==> config.mk <==
export PLATFORM = sky130hd
export DESIGN_NAME = radio_interrupt_enable_clear
export DESIGN_NICKNAME = d
export VERILOG_FILES = /design/src/rie_pkg.sv /design/src/radio_interrupt_enable_clear.sv /design/src/rie_apb_slave.sv /design/src/rie_event_flags.sv
export VERILOG_INCLUDE_DIRS = /design/src
export SDC_FILE = /design/constraint.sdc
export NUM_CORES = 1
export LEC_CHECK = 0
export ABC_AREA = 1
export BUFFER_PORTS_ARGS = -buffer_cell sky130_fd_sc_hd__buf_4
export CAP_MARGIN = 20
export CORE_MARGIN = 8
export CORE_UTILIZATION = 58
export DETAILED_ROUTE_END_ITERATION = 10
export PLACE_DENSITY_LB_ADDON = 0.1
export SLEW_MARGIN = 30
export SYNTH_ARGS = -nofsm -noshare
export SYNTH_HDL_FRONTEND = slang
export SYNTH_SLANG_ARGS = --single-unit
==> constraint.sdc <==
create_clock -name pclk -period 2.9 [get_ports pclk]
set_clock_uncertainty 0.15 [all_clocks]
set_input_delay 0.145 -clock pclk [delete_from_list [all_inputs] [get_ports pclk]]
set_output_delay 0.145 -clock pclk [all_outputs]
set_load 0.05 [all_outputs]
==> src/rie_params.svh <==
`ifndef RIE_PARAMS_SVH
`define RIE_PARAMS_SVH

// Register byte offsets inside the radio window
`define RIE_OFS_EVT_STATUS  12'h300
`define RIE_OFS_EN_SET      12'h304
`define RIE_OFS_EN_CLEAR    12'h308
`define RIE_OFS_SS_SAMPLE   12'h548
`define RIE_OFS_BC_COMPARE  12'h560

// Event bit positions, shared by status, enable set and enable clear
`define RIE_BIT_READY       0
`define RIE_BIT_ADDRESS     1
`define RIE_BIT_PAYLOAD     2
`define RIE_BIT_END         3
`define RIE_BIT_DISABLED    4
`define RIE_BIT_DEV_MATCH   5
`define RIE_BIT_DEV_MISS    6
`define RIE_BIT_SS_DONE     7
`define RIE_BIT_BC_MATCH    10
`define RIE_BIT_CK_PASS     12
`define RIE_BIT_CK_FAIL     13

// Implemented event bits; all others read as zero
`define RIE_EVT_MASK        32'h0000_34ff

// Reset values
`define RIE_EN_RESET        32'h0000_0000
`define RIE_FLAG_RESET      32'h0000_0000
`define RIE_WORD_ZERO       32'h0000_0000

`endif

==> src/rie_pkg.sv <==
package rie_pkg;

  // Bus data word
  typedef logic [31:0] rie_word_t;

  // Register byte address inside the radio window
  typedef logic [11:0] rie_addr_t;

  // Bus slave answer state
  typedef struct packed {
    rie_word_t prdata_r;   // Read data for the access phase
    logic      pready_r;   // Access phase completes
    logic      pslverr_r;  // Unmapped address
  } rie_apb_s;

endpackage

==> src/radio_interrupt_enable_clear.sv <==
`timescale 1ns/100ps
`include "rie_params.svh"

module radio_interrupt_enable_clear
  import rie_pkg::*;
#(
  parameter int BC_W = 16,  // Bit counter compare width
  parameter int SS_W = 7    // Signal strength sample width
) (
  input  wire logic            pclk,
  input  wire logic            presetn,
  // APB slave
  input  wire logic            psel,
  input  wire logic            penable,
  input  wire logic            pwrite,
  input  wire rie_addr_t       paddr,
  input  wire rie_word_t       pwdata,
  output rie_word_t            prdata,
  output logic                 pready,
  output logic                 pslverr,
  // Radio event pulses, same clock
  input  wire logic            evt_ready,
  input  wire logic            evt_address,
  input  wire logic            evt_payload,
  input  wire logic            evt_end,
  input  wire logic            evt_disabled,
  input  wire logic            evt_device_address_match,
  input  wire logic            evt_device_address_miss,
  input  wire logic            evt_signal_strength_sample_done,
  input  wire logic            evt_checksum_pass,
  input  wire logic            evt_checksum_fail,
  // Strength sample delivered with its done pulse
  input  wire logic [SS_W-1:0] signal_strength_sample,
  // Receive bit counter
  input  wire logic            rx_bit_strobe,
  input  wire logic [BC_W-1:0] rx_bit_count,
  // Radio interrupt line
  output logic                 irq
);

  // Register state of the core
  typedef struct packed {
    rie_word_t       en_r;      // Shared interrupt enables
    logic [BC_W-1:0] bcc_r;     // Bit counter compare value
    logic [SS_W-1:0] sample_r;  // Latest strength sample
    logic            irq_r;     // Interrupt line
  } rie_core_s;

  rie_core_s st;             // Registered core state
  rie_core_s nxt;            // Next core state
  rie_word_t evt_vec;        // Events placed at their bit positions
  rie_word_t clr_vec;        // Write-one-to-clear strobes for flags
  rie_word_t flags_q;        // Sticky event flags
  rie_word_t rd_data;        // Read mux result
  logic      addr_hit;       // Address decodes to a register
  logic      wr_stb;         // Write takes effect this edge
  logic      bc_match;       // Bit counter reached compare value
  logic      wr_set;         // Write to enable set
  logic      wr_clear;       // Write to enable clear

  // Bus front end
  rie_apb_slave u_apb (
    .pclk     (pclk),
    .presetn  (presetn),
    .psel     (psel),
    .penable  (penable),
    .pwrite   (pwrite),
    .rd_data  (rd_data),
    .addr_hit (addr_hit),
    .prdata   (prdata),
    .pready   (pready),
    .pslverr  (pslverr),
    .wr_stb   (wr_stb)
  );

  // Sticky event flags
  rie_event_flags #(
    .N    (32),
    .MASK (`RIE_EVT_MASK)
  ) u_flags (
    .pclk    (pclk),
    .presetn (presetn),
    .evt     (evt_vec),
    .clr     (clr_vec),
    .flags   (flags_q)
  );

  // Match is a compare on the strobe, so a count that skips it is missed
  assign bc_match = rx_bit_strobe && (rx_bit_count == st.bcc_r);

  // Enable register strobes, live in the access cycle only
  assign wr_set   = wr_stb && (paddr == `RIE_OFS_EN_SET);
  assign wr_clear = wr_stb && (paddr == `RIE_OFS_EN_CLEAR);

  // Events onto the shared layout
  always_comb begin
    // Unused positions stay zero
    evt_vec                         = `RIE_WORD_ZERO;
    evt_vec[`RIE_BIT_READY]         = evt_ready;
    evt_vec[`RIE_BIT_ADDRESS]       = evt_address;
    evt_vec[`RIE_BIT_PAYLOAD]       = evt_payload;
    evt_vec[`RIE_BIT_END]           = evt_end;
    evt_vec[`RIE_BIT_DISABLED]      = evt_disabled;
    evt_vec[`RIE_BIT_DEV_MATCH]     = evt_device_address_match;
    evt_vec[`RIE_BIT_DEV_MISS]      = evt_device_address_miss;
    evt_vec[`RIE_BIT_SS_DONE]       = evt_signal_strength_sample_done;
    evt_vec[`RIE_BIT_BC_MATCH]      = bc_match;
    evt_vec[`RIE_BIT_CK_PASS]       = evt_checksum_pass;
    evt_vec[`RIE_BIT_CK_FAIL]       = evt_checksum_fail;
  end

  // Status flags clear by writing ones
  always_comb begin
    clr_vec = `RIE_WORD_ZERO;
    if (wr_stb && (paddr == `RIE_OFS_EVT_STATUS)) begin
      // Only implemented bits can be cleared
      clr_vec = pwdata & `RIE_EVT_MASK;
    end
  end

  // Address decode and read mux
  always_comb begin
    addr_hit = 1'b1;
    rd_data  = `RIE_WORD_ZERO;
    case (paddr)
      // Sticky flags as they stand
      `RIE_OFS_EVT_STATUS: begin
        rd_data = flags_q;
      end
      // Both enable registers show the same state
      `RIE_OFS_EN_SET, `RIE_OFS_EN_CLEAR: begin
        rd_data = st.en_r;
      end
      // Read only; upper bits read zero
      `RIE_OFS_SS_SAMPLE: begin
        rd_data[SS_W-1:0] = st.sample_r;
      end
      // Compare value in the low bits
      `RIE_OFS_BC_COMPARE: begin
        rd_data[BC_W-1:0] = st.bcc_r;
      end
      default: begin
        // Unmapped: error answer, zero data
        addr_hit = 1'b0;
      end
    endcase
  end

  // Next state of enables, compare value, sample and line
  always_comb begin
    // Hold everything by default
    nxt = st;
    // Set only touches written ones; zeros keep their bits
    if (wr_set) begin
      nxt.en_r = st.en_r | (pwdata & `RIE_EVT_MASK);
    end
    // Clear only touches written ones; zeros keep their bits
    if (wr_clear) begin
      nxt.en_r = st.en_r & ~pwdata;
    end
    // Compare value taken from the low data bits
    if (wr_stb && (paddr == `RIE_OFS_BC_COMPARE)) begin
      nxt.bcc_r = pwdata[BC_W-1:0];
    end
    // Sample held until the next done pulse
    if (evt_signal_strength_sample_done) begin
      nxt.sample_r = signal_strength_sample;
    end
    // Line follows flags one cycle later, a deliberate flop for timing
    nxt.irq_r = |(flags_q & st.en_r);
  end

  // State register
  always_ff @(posedge pclk or negedge presetn) begin
    if (!presetn) begin
      // All enables off until software sets them
      st.en_r     <= `RIE_EN_RESET;
      st.bcc_r    <= '0;
      st.sample_r <= '0;
      st.irq_r    <= 1'b0;
    end else begin
      // Next state taken on every edge
      st <= nxt;
    end
  end

  // Line comes straight from its flop
  assign irq = st.irq_r;

  // Clearing the ready enable
  chk_clr_ready: assert property (@(posedge pclk) disable iff (!presetn)
    (wr_clear && pwdata[`RIE_BIT_READY]) |=> !st.en_r[`RIE_BIT_READY])
    else $error("ready enable not cleared");

  // Clearing the address enable, checked against the previous write
  chk_clr_address: assert property (@(posedge pclk) disable iff (!presetn)
    ($past(wr_clear) && $past(pwdata[`RIE_BIT_ADDRESS])) |-> !st.en_r[`RIE_BIT_ADDRESS])
    else $error("address enable not cleared");

  // Clearing the payload enable
  chk_clr_payload: assert property (@(posedge pclk) disable iff (!presetn)
    (wr_clear && pwdata[`RIE_BIT_PAYLOAD]) ##1 1'b1 |-> !st.en_r[`RIE_BIT_PAYLOAD])
    else $error("payload enable not cleared");

  // Clearing the end enable
  chk_clr_end: assert property (@(posedge pclk) disable iff (!presetn)
    (wr_clear && pwdata[`RIE_BIT_END]) |=> !st.en_r[`RIE_BIT_END])
    else $error("end enable not cleared");

  // Clearing the disabled enable, and it falls if it was set
  chk_clr_disabled: assert property (@(posedge pclk) disable iff (!presetn)
    (wr_clear && pwdata[`RIE_BIT_DISABLED] && st.en_r[`RIE_BIT_DISABLED])
      |=> $fell(st.en_r[`RIE_BIT_DISABLED]))
    else $error("disabled enable did not fall");

  // Clearing the match enable; read of the clear register then shows zero
  chk_clr_device_address_match: assert property (@(posedge pclk) disable iff (!presetn)
    (wr_clear && pwdata[`RIE_BIT_DEV_MATCH]) ##1 (psel && !penable && !pwrite &&
      paddr == `RIE_OFS_EN_CLEAR) |=> !prdata[`RIE_BIT_DEV_MATCH])
    else $error("match enable read back set after clear");

  // Clearing the miss enable
  chk_clr_device_address_miss: assert property (@(posedge pclk) disable iff (!presetn)
    (wr_clear && pwdata[`RIE_BIT_DEV_MISS]) |=> !st.en_r[`RIE_BIT_DEV_MISS])
    else $error("miss enable not cleared");

  // Done pulse captures the sample and raises its flag
  chk_sample_capture: assert property (@(posedge pclk) disable iff (!presetn)
    evt_signal_strength_sample_done |=>
      (st.sample_r == $past(signal_strength_sample)) && flags_q[`RIE_BIT_SS_DONE])
    else $error("strength sample not captured");

  // Count equal to compare value raises the match flag
  chk_bit_counter_match_flag: assert property (@(posedge pclk) disable iff (!presetn)
    (rx_bit_strobe && rx_bit_count == st.bcc_r) |=> flags_q[`RIE_BIT_BC_MATCH])
    else $error("bit counter match flag not raised");

  // Clearing the checksum pass enable
  chk_clr_pass: assert property (@(posedge pclk) disable iff (!presetn)
    (wr_clear && pwdata[`RIE_BIT_CK_PASS]) |=> !st.en_r[`RIE_BIT_CK_PASS])
    else $error("checksum pass enable not cleared");

  // Clearing the checksum fail enable
  chk_clr_fail: assert property (@(posedge pclk) disable iff (!presetn)
    (wr_clear && pwdata[`RIE_BIT_CK_FAIL]) |=> !st.en_r[`RIE_BIT_CK_FAIL])
    else $error("checksum fail enable not cleared");

  // Set register turns the ready enable on
  chk_set_enable: assert property (@(posedge pclk) disable iff (!presetn)
    (wr_set && pwdata[`RIE_BIT_READY]) |=> st.en_r[`RIE_BIT_READY])
    else $error("ready enable not set");

  // Reading either enable register returns the shared state
  chk_read_mirror: assert property (@(posedge pclk) disable iff (!presetn)
    (psel && !penable && !pwrite &&
      (paddr == `RIE_OFS_EN_SET || paddr == `RIE_OFS_EN_CLEAR))
      |=> (prdata == $past(st.en_r)))
    else $error("enable read back differs from state");

  // Zero bits of a clear write leave enables alone
  chk_zero_keeps: assert property (@(posedge pclk) disable iff (!presetn)
    (wr_clear && !pwdata[`RIE_BIT_END] && st.en_r[`RIE_BIT_END])
      |=> st.en_r[`RIE_BIT_END])
    else $error("enable lost on zero write");

  // Enabled flag raises the line within one cycle and it stays while held
  chk_irq_level: assert property (@(posedge pclk) disable iff (!presetn)
    (|(flags_q & st.en_r)) |=> irq)
    else $error("interrupt line low with enabled flag");

  // No enabled flag means the line drops next cycle
  chk_irq_quiet: assert property (@(posedge pclk) disable iff (!presetn)
    !(|(flags_q & st.en_r)) |=> !irq)
    else $error("interrupt line high without enabled flag");

  // Zero bits of a set write leave enables alone
  chk_set_keeps: assert property (@(posedge pclk) disable iff (!presetn)
    (wr_set && !pwdata[`RIE_BIT_READY] && !st.en_r[`RIE_BIT_READY])
      |=> !st.en_r[`RIE_BIT_READY])
    else $error("enable raised by a zero set bit");

  // Unmapped setup answers with an error and zero data
  chk_addr_fault: assert property (@(posedge pclk) disable iff (!presetn)
    (psel && !penable && !addr_hit) |=> (pready && pslverr && prdata == `RIE_WORD_ZERO))
    else $error("unmapped access not refused");

  // Bus writes never reach the sample register
  chk_sample_ro: assert property (@(posedge pclk) disable iff (!presetn)
    (wr_stb && paddr == `RIE_OFS_SS_SAMPLE && !evt_signal_strength_sample_done)
      |=> $stable(st.sample_r))
    else $error("sample register changed by a bus write");

endmodule

==> src/rie_apb_slave.sv <==
`timescale 1ns/100ps
`include "rie_params.svh"

// APB slave front end: one wait-free access phase per transfer
module rie_apb_slave
  import rie_pkg::*;
(
  input  wire logic      pclk,
  input  wire logic      presetn,
  input  wire logic      psel,
  input  wire logic      penable,
  input  wire logic      pwrite,
  input  wire rie_word_t rd_data,
  input  wire logic      addr_hit,
  output rie_word_t      prdata,
  output logic           pready,
  output logic           pslverr,
  output logic           wr_stb
);

  rie_apb_s st;   // Registered answer
  rie_apb_s nxt;  // Next answer

  // Answer is prepared in setup so prdata, pready and pslverr come from flops
  always_comb begin
    nxt          = st;
    nxt.pready_r = 1'b0;
    if (psel && !penable) begin
      // Setup cycle: latch read data and decode result
      nxt.pready_r  = 1'b1;
      nxt.pslverr_r = !addr_hit;
      nxt.prdata_r  = (!pwrite && addr_hit) ? rd_data : `RIE_WORD_ZERO;
    end else if (psel && penable && st.pready_r) begin
      // Transfer done: drop the error flag
      nxt.pslverr_r = 1'b0;
    end
  end

  // State register
  always_ff @(posedge pclk or negedge presetn) begin
    if (!presetn) begin
      st <= '0;
    end else begin
      st <= nxt;
    end
  end

  assign prdata  = st.prdata_r;
  assign pready  = st.pready_r;
  assign pslverr = st.pslverr_r;
  // Writes to unmapped addresses are dropped here
  assign wr_stb  = psel && penable && pwrite && st.pready_r && !st.pslverr_r;

  // Ready stands exactly one cycle after each setup
  chk_pready_one_cycle: assert property (@(posedge pclk) disable iff (!presetn)
    (psel && !penable) |=> (pready ##1 !pready))
    else $error("pready not a single cycle after setup");

endmodule

==> src/rie_event_flags.sv <==
`timescale 1ns/100ps
`include "rie_params.svh"

// Sticky event flags, write one to clear, set wins over clear
module rie_event_flags #(
  parameter int          N    = 32,
  parameter logic [31:0] MASK = `RIE_EVT_MASK
) (
  input  wire logic         pclk,
  input  wire logic         presetn,
  input  wire logic [N-1:0] evt,
  input  wire logic [N-1:0] clr,
  output logic [N-1:0]      flags
);

  typedef struct packed {
    logic [N-1:0] flag_r;  // Sticky event bits
  } rie_flag_s;

  rie_flag_s    st;        // Registered flags
  rie_flag_s    nxt;       // Next flags
  logic [N-1:0] flag_calc; // Per-bit next value

  // Unimplemented bits stay zero so they can never raise the line
  genvar i;
  generate
    for (i = 0; i < N; i++) begin : g_bit
      if (MASK[i]) begin : g_live
        // An event in the clearing cycle is kept
        assign flag_calc[i] = evt[i] | (st.flag_r[i] & ~clr[i]);
      end else begin : g_dead
        assign flag_calc[i] = 1'b0;
      end
    end
  endgenerate

  // Next state
  always_comb begin
    nxt        = st;
    nxt.flag_r = flag_calc;
  end

  // State register
  always_ff @(posedge pclk or negedge presetn) begin
    if (!presetn) begin
      st <= '0;
    end else begin
      st <= nxt;
    end
  end

  assign flags = st.flag_r;

  // Event together with its clear still leaves the flag set
  chk_set_wins: assert property (@(posedge pclk) disable iff (!presetn)
    (evt[0] && clr[0] && MASK[0]) |=> flags[0])
    else $error("event lost against a simultaneous clear");

endmodule

Word-level counts from Yosys, hierarchy flattened
Cells that the tools add are included.
{ "totals": {"wordCells": 83, "output_inout_bits": 35, "in_bits": 83, "reg_bits": 101} }
{ "op_classes": {"eq_ne": 6, "mux": 11, "reduce_logical": 21, "bitwise_logic": 37} }
{ "op_table": {"columns": ["operator", "n"], "rows": [
  ["2-to-1 mux 32 bit", 3],
  ["equality test 12 x 10 -> 1 bit, second input constant", 3],
  ["AND 14 x 32 -> 32 bit", 1],
  ["AND 32 bit", 1],
  ["NOT 32 bit", 1],
  ["OR 32 x 14 -> 32 bit", 1],
  ["OR reduction 32 bit", 1],
  ["one-hot mux 7 bit (4 select lines)", 1],
  ["one-hot mux 9 bit (3 select lines)", 1],
  ["equality test 12 x 11 -> 1 bit, second input constant", 2],
  ["equality test 16 bit", 1],
  ["2-to-1 mux 16 bit", 1],
  ["2-to-1 mux 14 bit", 1],
  ["logical AND 1 bit", 12],
  ["AND 1 bit", 11],
  ["NOT 1 bit", 11],
  ["OR 1 bit", 11],
  ["OR reduction 5 bit", 1],
  ["logical NOT 1 bit", 4],
  ["2-to-1 mux 1 bit", 4],
  ["nonzero test 2 bit", 2],
  ["OR reduction 2 bit", 1]
]} }

Logic depth before layout (Yosys ltp)
{ "depth": {"ltp_word": 9, "ltp_mapped": 11, "depth_no_buf": 10} }

Hierarchy
Synthesis repeated with hierarchy kept, for this count alone.
{ "unflattened": {"cells_unflattened": 764, "area_unflattened_um2": 5929.4} }
{ "by_module_without_submodules": {"columns": ["module", "n_inst", "cells_each", "area_per_inst_um2"], "rows": [
  ["radio_interrupt_enable_clear", 1, 533, 3844.9],
  ["rie_apb_slave", 1, 154, 1482.7],
  ["rie_event_flags", 1, 77, 601.8]
]} }

Worst setup path after synthesis
Ideal clock, no wire load.
{ "synth_path": {"kind": "register to register", "startpoint": "register u_apb.st (netlist bit u_apb.pready)", "endpoint": "register st[32] (netlist bit)", "period_less_slack_ns": 1.836, "setup_slack_ns": 1.064, "arrival_time_ns": 1.560, "n_path_buf": 1, "path_stages_with_launch": 7, "cell_sequence": "dfrtp_1 -> nand2_1 -> nor2_4 -> inv_2 -> nor4_2 -> buf_2 -> a21oi_1"} }
{ "synth_between": {"elab_chain_len": 4, "word_cells_on_any_way": 6, "classes_between": "1 x mux; 5 x reduce/logical"} }
{ "synth_lines": {"columns": ["item", "line", "source"], "rows": [
  ["start, declared", "rie_apb_slave.sv:21", "rie_apb_s st;"],
  ["start signal, assigned", "rie_apb_slave.sv:44", "st <= nxt;"],
  ["logical AND 1 bit (*) (2 in a row)", "rie_apb_slave.sv:52", "assign wr_stb = psel && penable && pwrite && st.pready_r && !st.pslverr_r;"],
  ["logical AND 1 bit (on tied branches)", "radio_interrupt_enable_clear.sv:93, radio_interrupt_enable_clear.sv:92", null],
  ["2-to-1 mux 32 bit or nonzero test 2 bit (tied branches)", null, null],
  ["end signal, assigned", "radio_interrupt_enable_clear.sv:183", "st <= nxt;"],
  ["end, declared", "radio_interrupt_enable_clear.sv:49", "rie_core_s st;"]
]} }
Every way passes the cells marked *; elsewhere a longest branch is shown, timed or not.
A chain may end at the register's enable or synchronous reset.

Worst setup path after layout
{ "layout_path": {"startpoint": "register u_apb.st (netlist bit u_apb.pslverr)", "endpoint": "register u_flags.st (netlist bit u_flags.flags[6])"} }
{ "layout_between": {"elab_chain_len": 7} }
{ "layout_lines": {"columns": ["item", "line", "source"], "rows": [
  ["logical NOT 1 bit", "rie_apb_slave.sv:52", null],
  ["logical AND 1 bit", "rie_apb_slave.sv:52", null],
  ["logical AND 1 bit", "radio_interrupt_enable_clear.sv:115", "if (wr_stb && (paddr == `RIE_OFS_EVT_STATUS)) begin"],
  ["2-to-1 mux 14 bit", "radio_interrupt_enable_clear.sv:115", null],
  ["NOT 1 bit", "rie_event_flags.sv:30", "assign flag_calc[i] = evt[i] | (st.flag_r[i] & ~clr[i]);"],
  ["AND 1 bit", "rie_event_flags.sv:30", null],
  ["OR 1 bit", "rie_event_flags.sv:30", null],
  ["named net u_flags.flag_calc[6]", "rie_event_flags.sv:22", "logic [N-1:0] flag_calc;"],
  ["end signal, assigned", "rie_event_flags.sv:48", "st <= nxt;"],
  ["end, declared", "rie_event_flags.sv:20", "rie_flag_s st;"]
]} }
The timed path passes the listed nets, and every way through them passes these cells.

==> impl_metrics.yaml <==
status:
  outcome: "finished, final reports clean"
routing:
  num_vias: 4627
  wl_per_cell_um: 16.20
  totalWireLength_um: 14220
  maxUsedRoutingLayer: "met4"
  dr_wl_met2_um: 7078
  wl_met3_um: 943
  ant_nets: 0
  viasPerCell: 5.270
  remaining_drc_errors: 0
  drtIter0Drc: 224
  wl_met1_um: 5958
  first_pass_iters: 7
critical_path:
  endpoint_kind: "register"
  cp_data_required_time_ps: 2990
  criticalPathCategory: "reg -> reg"
  regToRegSetupSlack_ps: 500
  crit_path_start_kind: "register"
  crit-reg2reg-launch: "u_apb.pslverr"
  arrival_ps: 2490
  r2r.worst_path.cells: 7
  crit_fanout: 11
  worstReg2RegEnd: "u_flags.flags[6]"
place:
  place_congestion: 0.9383
  place_area_sq_mm: 0.006062
  port_buffers: 117
  place.detailed.hpwl_um: 9822
  place_inst: 800
  dp_slack_ps: 693.0
clock_network:
  cts-root-buf: "clkbuf_8"
  cts_max_level: 3
  worstSkewPairLatency_ps: 360
  numClockSinks: 101
  cts_max_path_buffers: 2
  cts.reportedPaths.clkPinSlew_ps: 90
  cts_buffers: 9
  cts_tree: "built"
yosys:
  synth-edff-count: 0
  synth_area_leaders: "dfrtp_1 (49%), nand2_1 (11%), o21bai_4 (7.3%)"
  yosys-top-cells-count: "nand2_1 (152), dfrtp_1 (101), inv_1 (74)"
  syn-num-nets: 675
  synth_top_area_share_pct: 49.02
  ys_warn_count: 0
  ys_seq_area_share_pct: 49.02
  avgSynthCellArea_sq_um: 8.710
  synthArstFlopShare_pct: 100.0
  synth-seq-cells: 101
  ys_types: 37
  yosys.area.top_type: "dfrtp_1"
  synthCells: 592
  ys.flop_type: "dfrtp_1"
  synth_most_common_cell: "nand2_1"
  synth.cell_area_sq_mm: 0.005156
final_layout:
  finalNonFillerCells: 878
  antenna_cells: 0
  area_delta_synth_final_pct: 32.98
  final_area_sq_mm: 0.006857
  drive_above_1_share_pct: 23.51
  num-fill-cells: 579
  final_nets: 849
sta:
  fmax_mhz: 417.0
  max-slew-margin-rel_pct: 46.24
  setup_viol: 0
  grt_setup_unrepaired: "no"
  final-hold-violation-count: 0
  setup_ws_ps: 501.9
  fin_crit_sh_pct: 82.69
  worst_pin_slew_ps: 806.3
  fin_crit_ps: 2398
  finalMaxSlewViolations: 0
  setup_tns_ps: 0
floorplanning:
  rows: 34
  dieArea_sq_mm: 0.01216
  dieWidth_um: 110.3
  core_sq_mm: 0.008678
  io_pins: 118
  initial_utilization_pct: 59.41
  die-height_um: 110.3
min_path:
  hold_end: "u_apb.pslverr"
  worstHoldStart: "psel"
  hold_path_class: "in -> reg"
  min_path_cells: 4
global_route:
  grt.overflow.total: 0
  grt_start_max_net_pins: 62
  grt_antenna_before_repair: 0
  grt_pass1_wl_um: 23370
  grt_usage_pct: 24.24
  grt_pass1_vias: 4806
flow_run:
  cap_violations: 0
power:
  p_per_area_mw_per_mm2: 366.6
  power_leakage_uw: 0.003501
  ir_drop_uv: 266.4
how the worst max path moves through the flow:
stage	from	to	slack [ps]	cells past startpoint
5_1_grt	u_apb.pslverr	u_flags.flags[6]	340	7
3_3_place_gp	paddr[4]	u_apb.prdata[2]	800	8
3_5_place_dp	paddr[4]	u_apb.prdata[0]	690	8
6_report	u_apb.pslverr	u_flags.flags[6]	500	7
2_1_floorplan	u_apb.pready	st[32]	1060	6
4_1_cts	u_apb.pslverr	u_flags.flags[5]	520	7
worst max-delay path: stages, from the launching register on:
cell	delay, ps
dfrtp_1	420
inv_1	70
nand3_1	100
nor2_4	250
nand3_1	410
o21ai_1	250
nand2_1	70
dlygate4sd3_1	560
per-layer routing:
layer  vias up  GRT usage (%)
met3        23          4.302
met4         0          6.946
met1      2202          30.95
li1       2215              -
met5         -              0
met2       187          41.28
where the power goes:
part	internal, uW	switching [uW]
combinational	146	132
clock	310	499
sequential	1420	8.28
total	1870	639
stage by stage:
stage                     util (%)  power [uW]  hold slack (ps)
after floorplan                  -        1520           -300.6
after global placement       69.85        1663            113.4
after detailed placement     69.85        1669            118.3
after CTS                    79.01        2508            29.51
after global routing         79.01        2580            59.69
final                        79.01        2514            30.34
cell usage in the layout (no fill, tap or decap), drive strengths merged:
| cell | count |
|---|---|
| a21boi | 18 |
| nor3 | 3 |
| o2bb2ai | 2 |
| o22ai | 3 |
| nand4 | 1 |
| a22o | 2 |
| o21bai | 23 |
| o221ai | 1 |
| o211ai | 2 |
| nand3b | 1 |
| xnor2 | 1 |
| clkbuf | 10 |
| inv | 83 |
| nand2 | 159 |
| buf | 121 |
| nor2 | 64 |
| dlygate4sd3 | 63 |
| clkinv | 2 |
| dfrtp | 101 |
| nand3 | 56 |
| clkinvlp | 3 |
| a21oi | 4 |
| xor2 | 5 |
| nor4 | 1 |
| a211oi | 1 |
| o21ai | 40 |
cells by family after synthesis:
family / count (synthesis) / share of synthesized area [%]
xor+xnor: 6 / 1.019
flops: 101 / 49.02
simple gates: 285 / 24.58
compound gates: 96 / 16.26
buf+inv: 104 / 9.124
cell type report:
cell class | count | area, sq um | area share [%]
clock buffer | 10 | 127.6 | 1.861
clock inverter | 5 | 36.28 | 0.5292
inverter | 83 | 311.5 | 4.544
multi-input combinational | 387 | 2167 | 31.61
sequential | 101 | 2527 | 36.86
tap | 108 | 135.1 | 1.971
timing repair buffer | 184 | 1551 | 22.63
repair_timing:
item	4_1_cts	5_1_grt
hold buffers	63	0
setup buffers	0	0
gates resized for setup	0	0
endpoints found under the hold margin	124	0
Note: power is estimated with default switching activity, not from simulation.
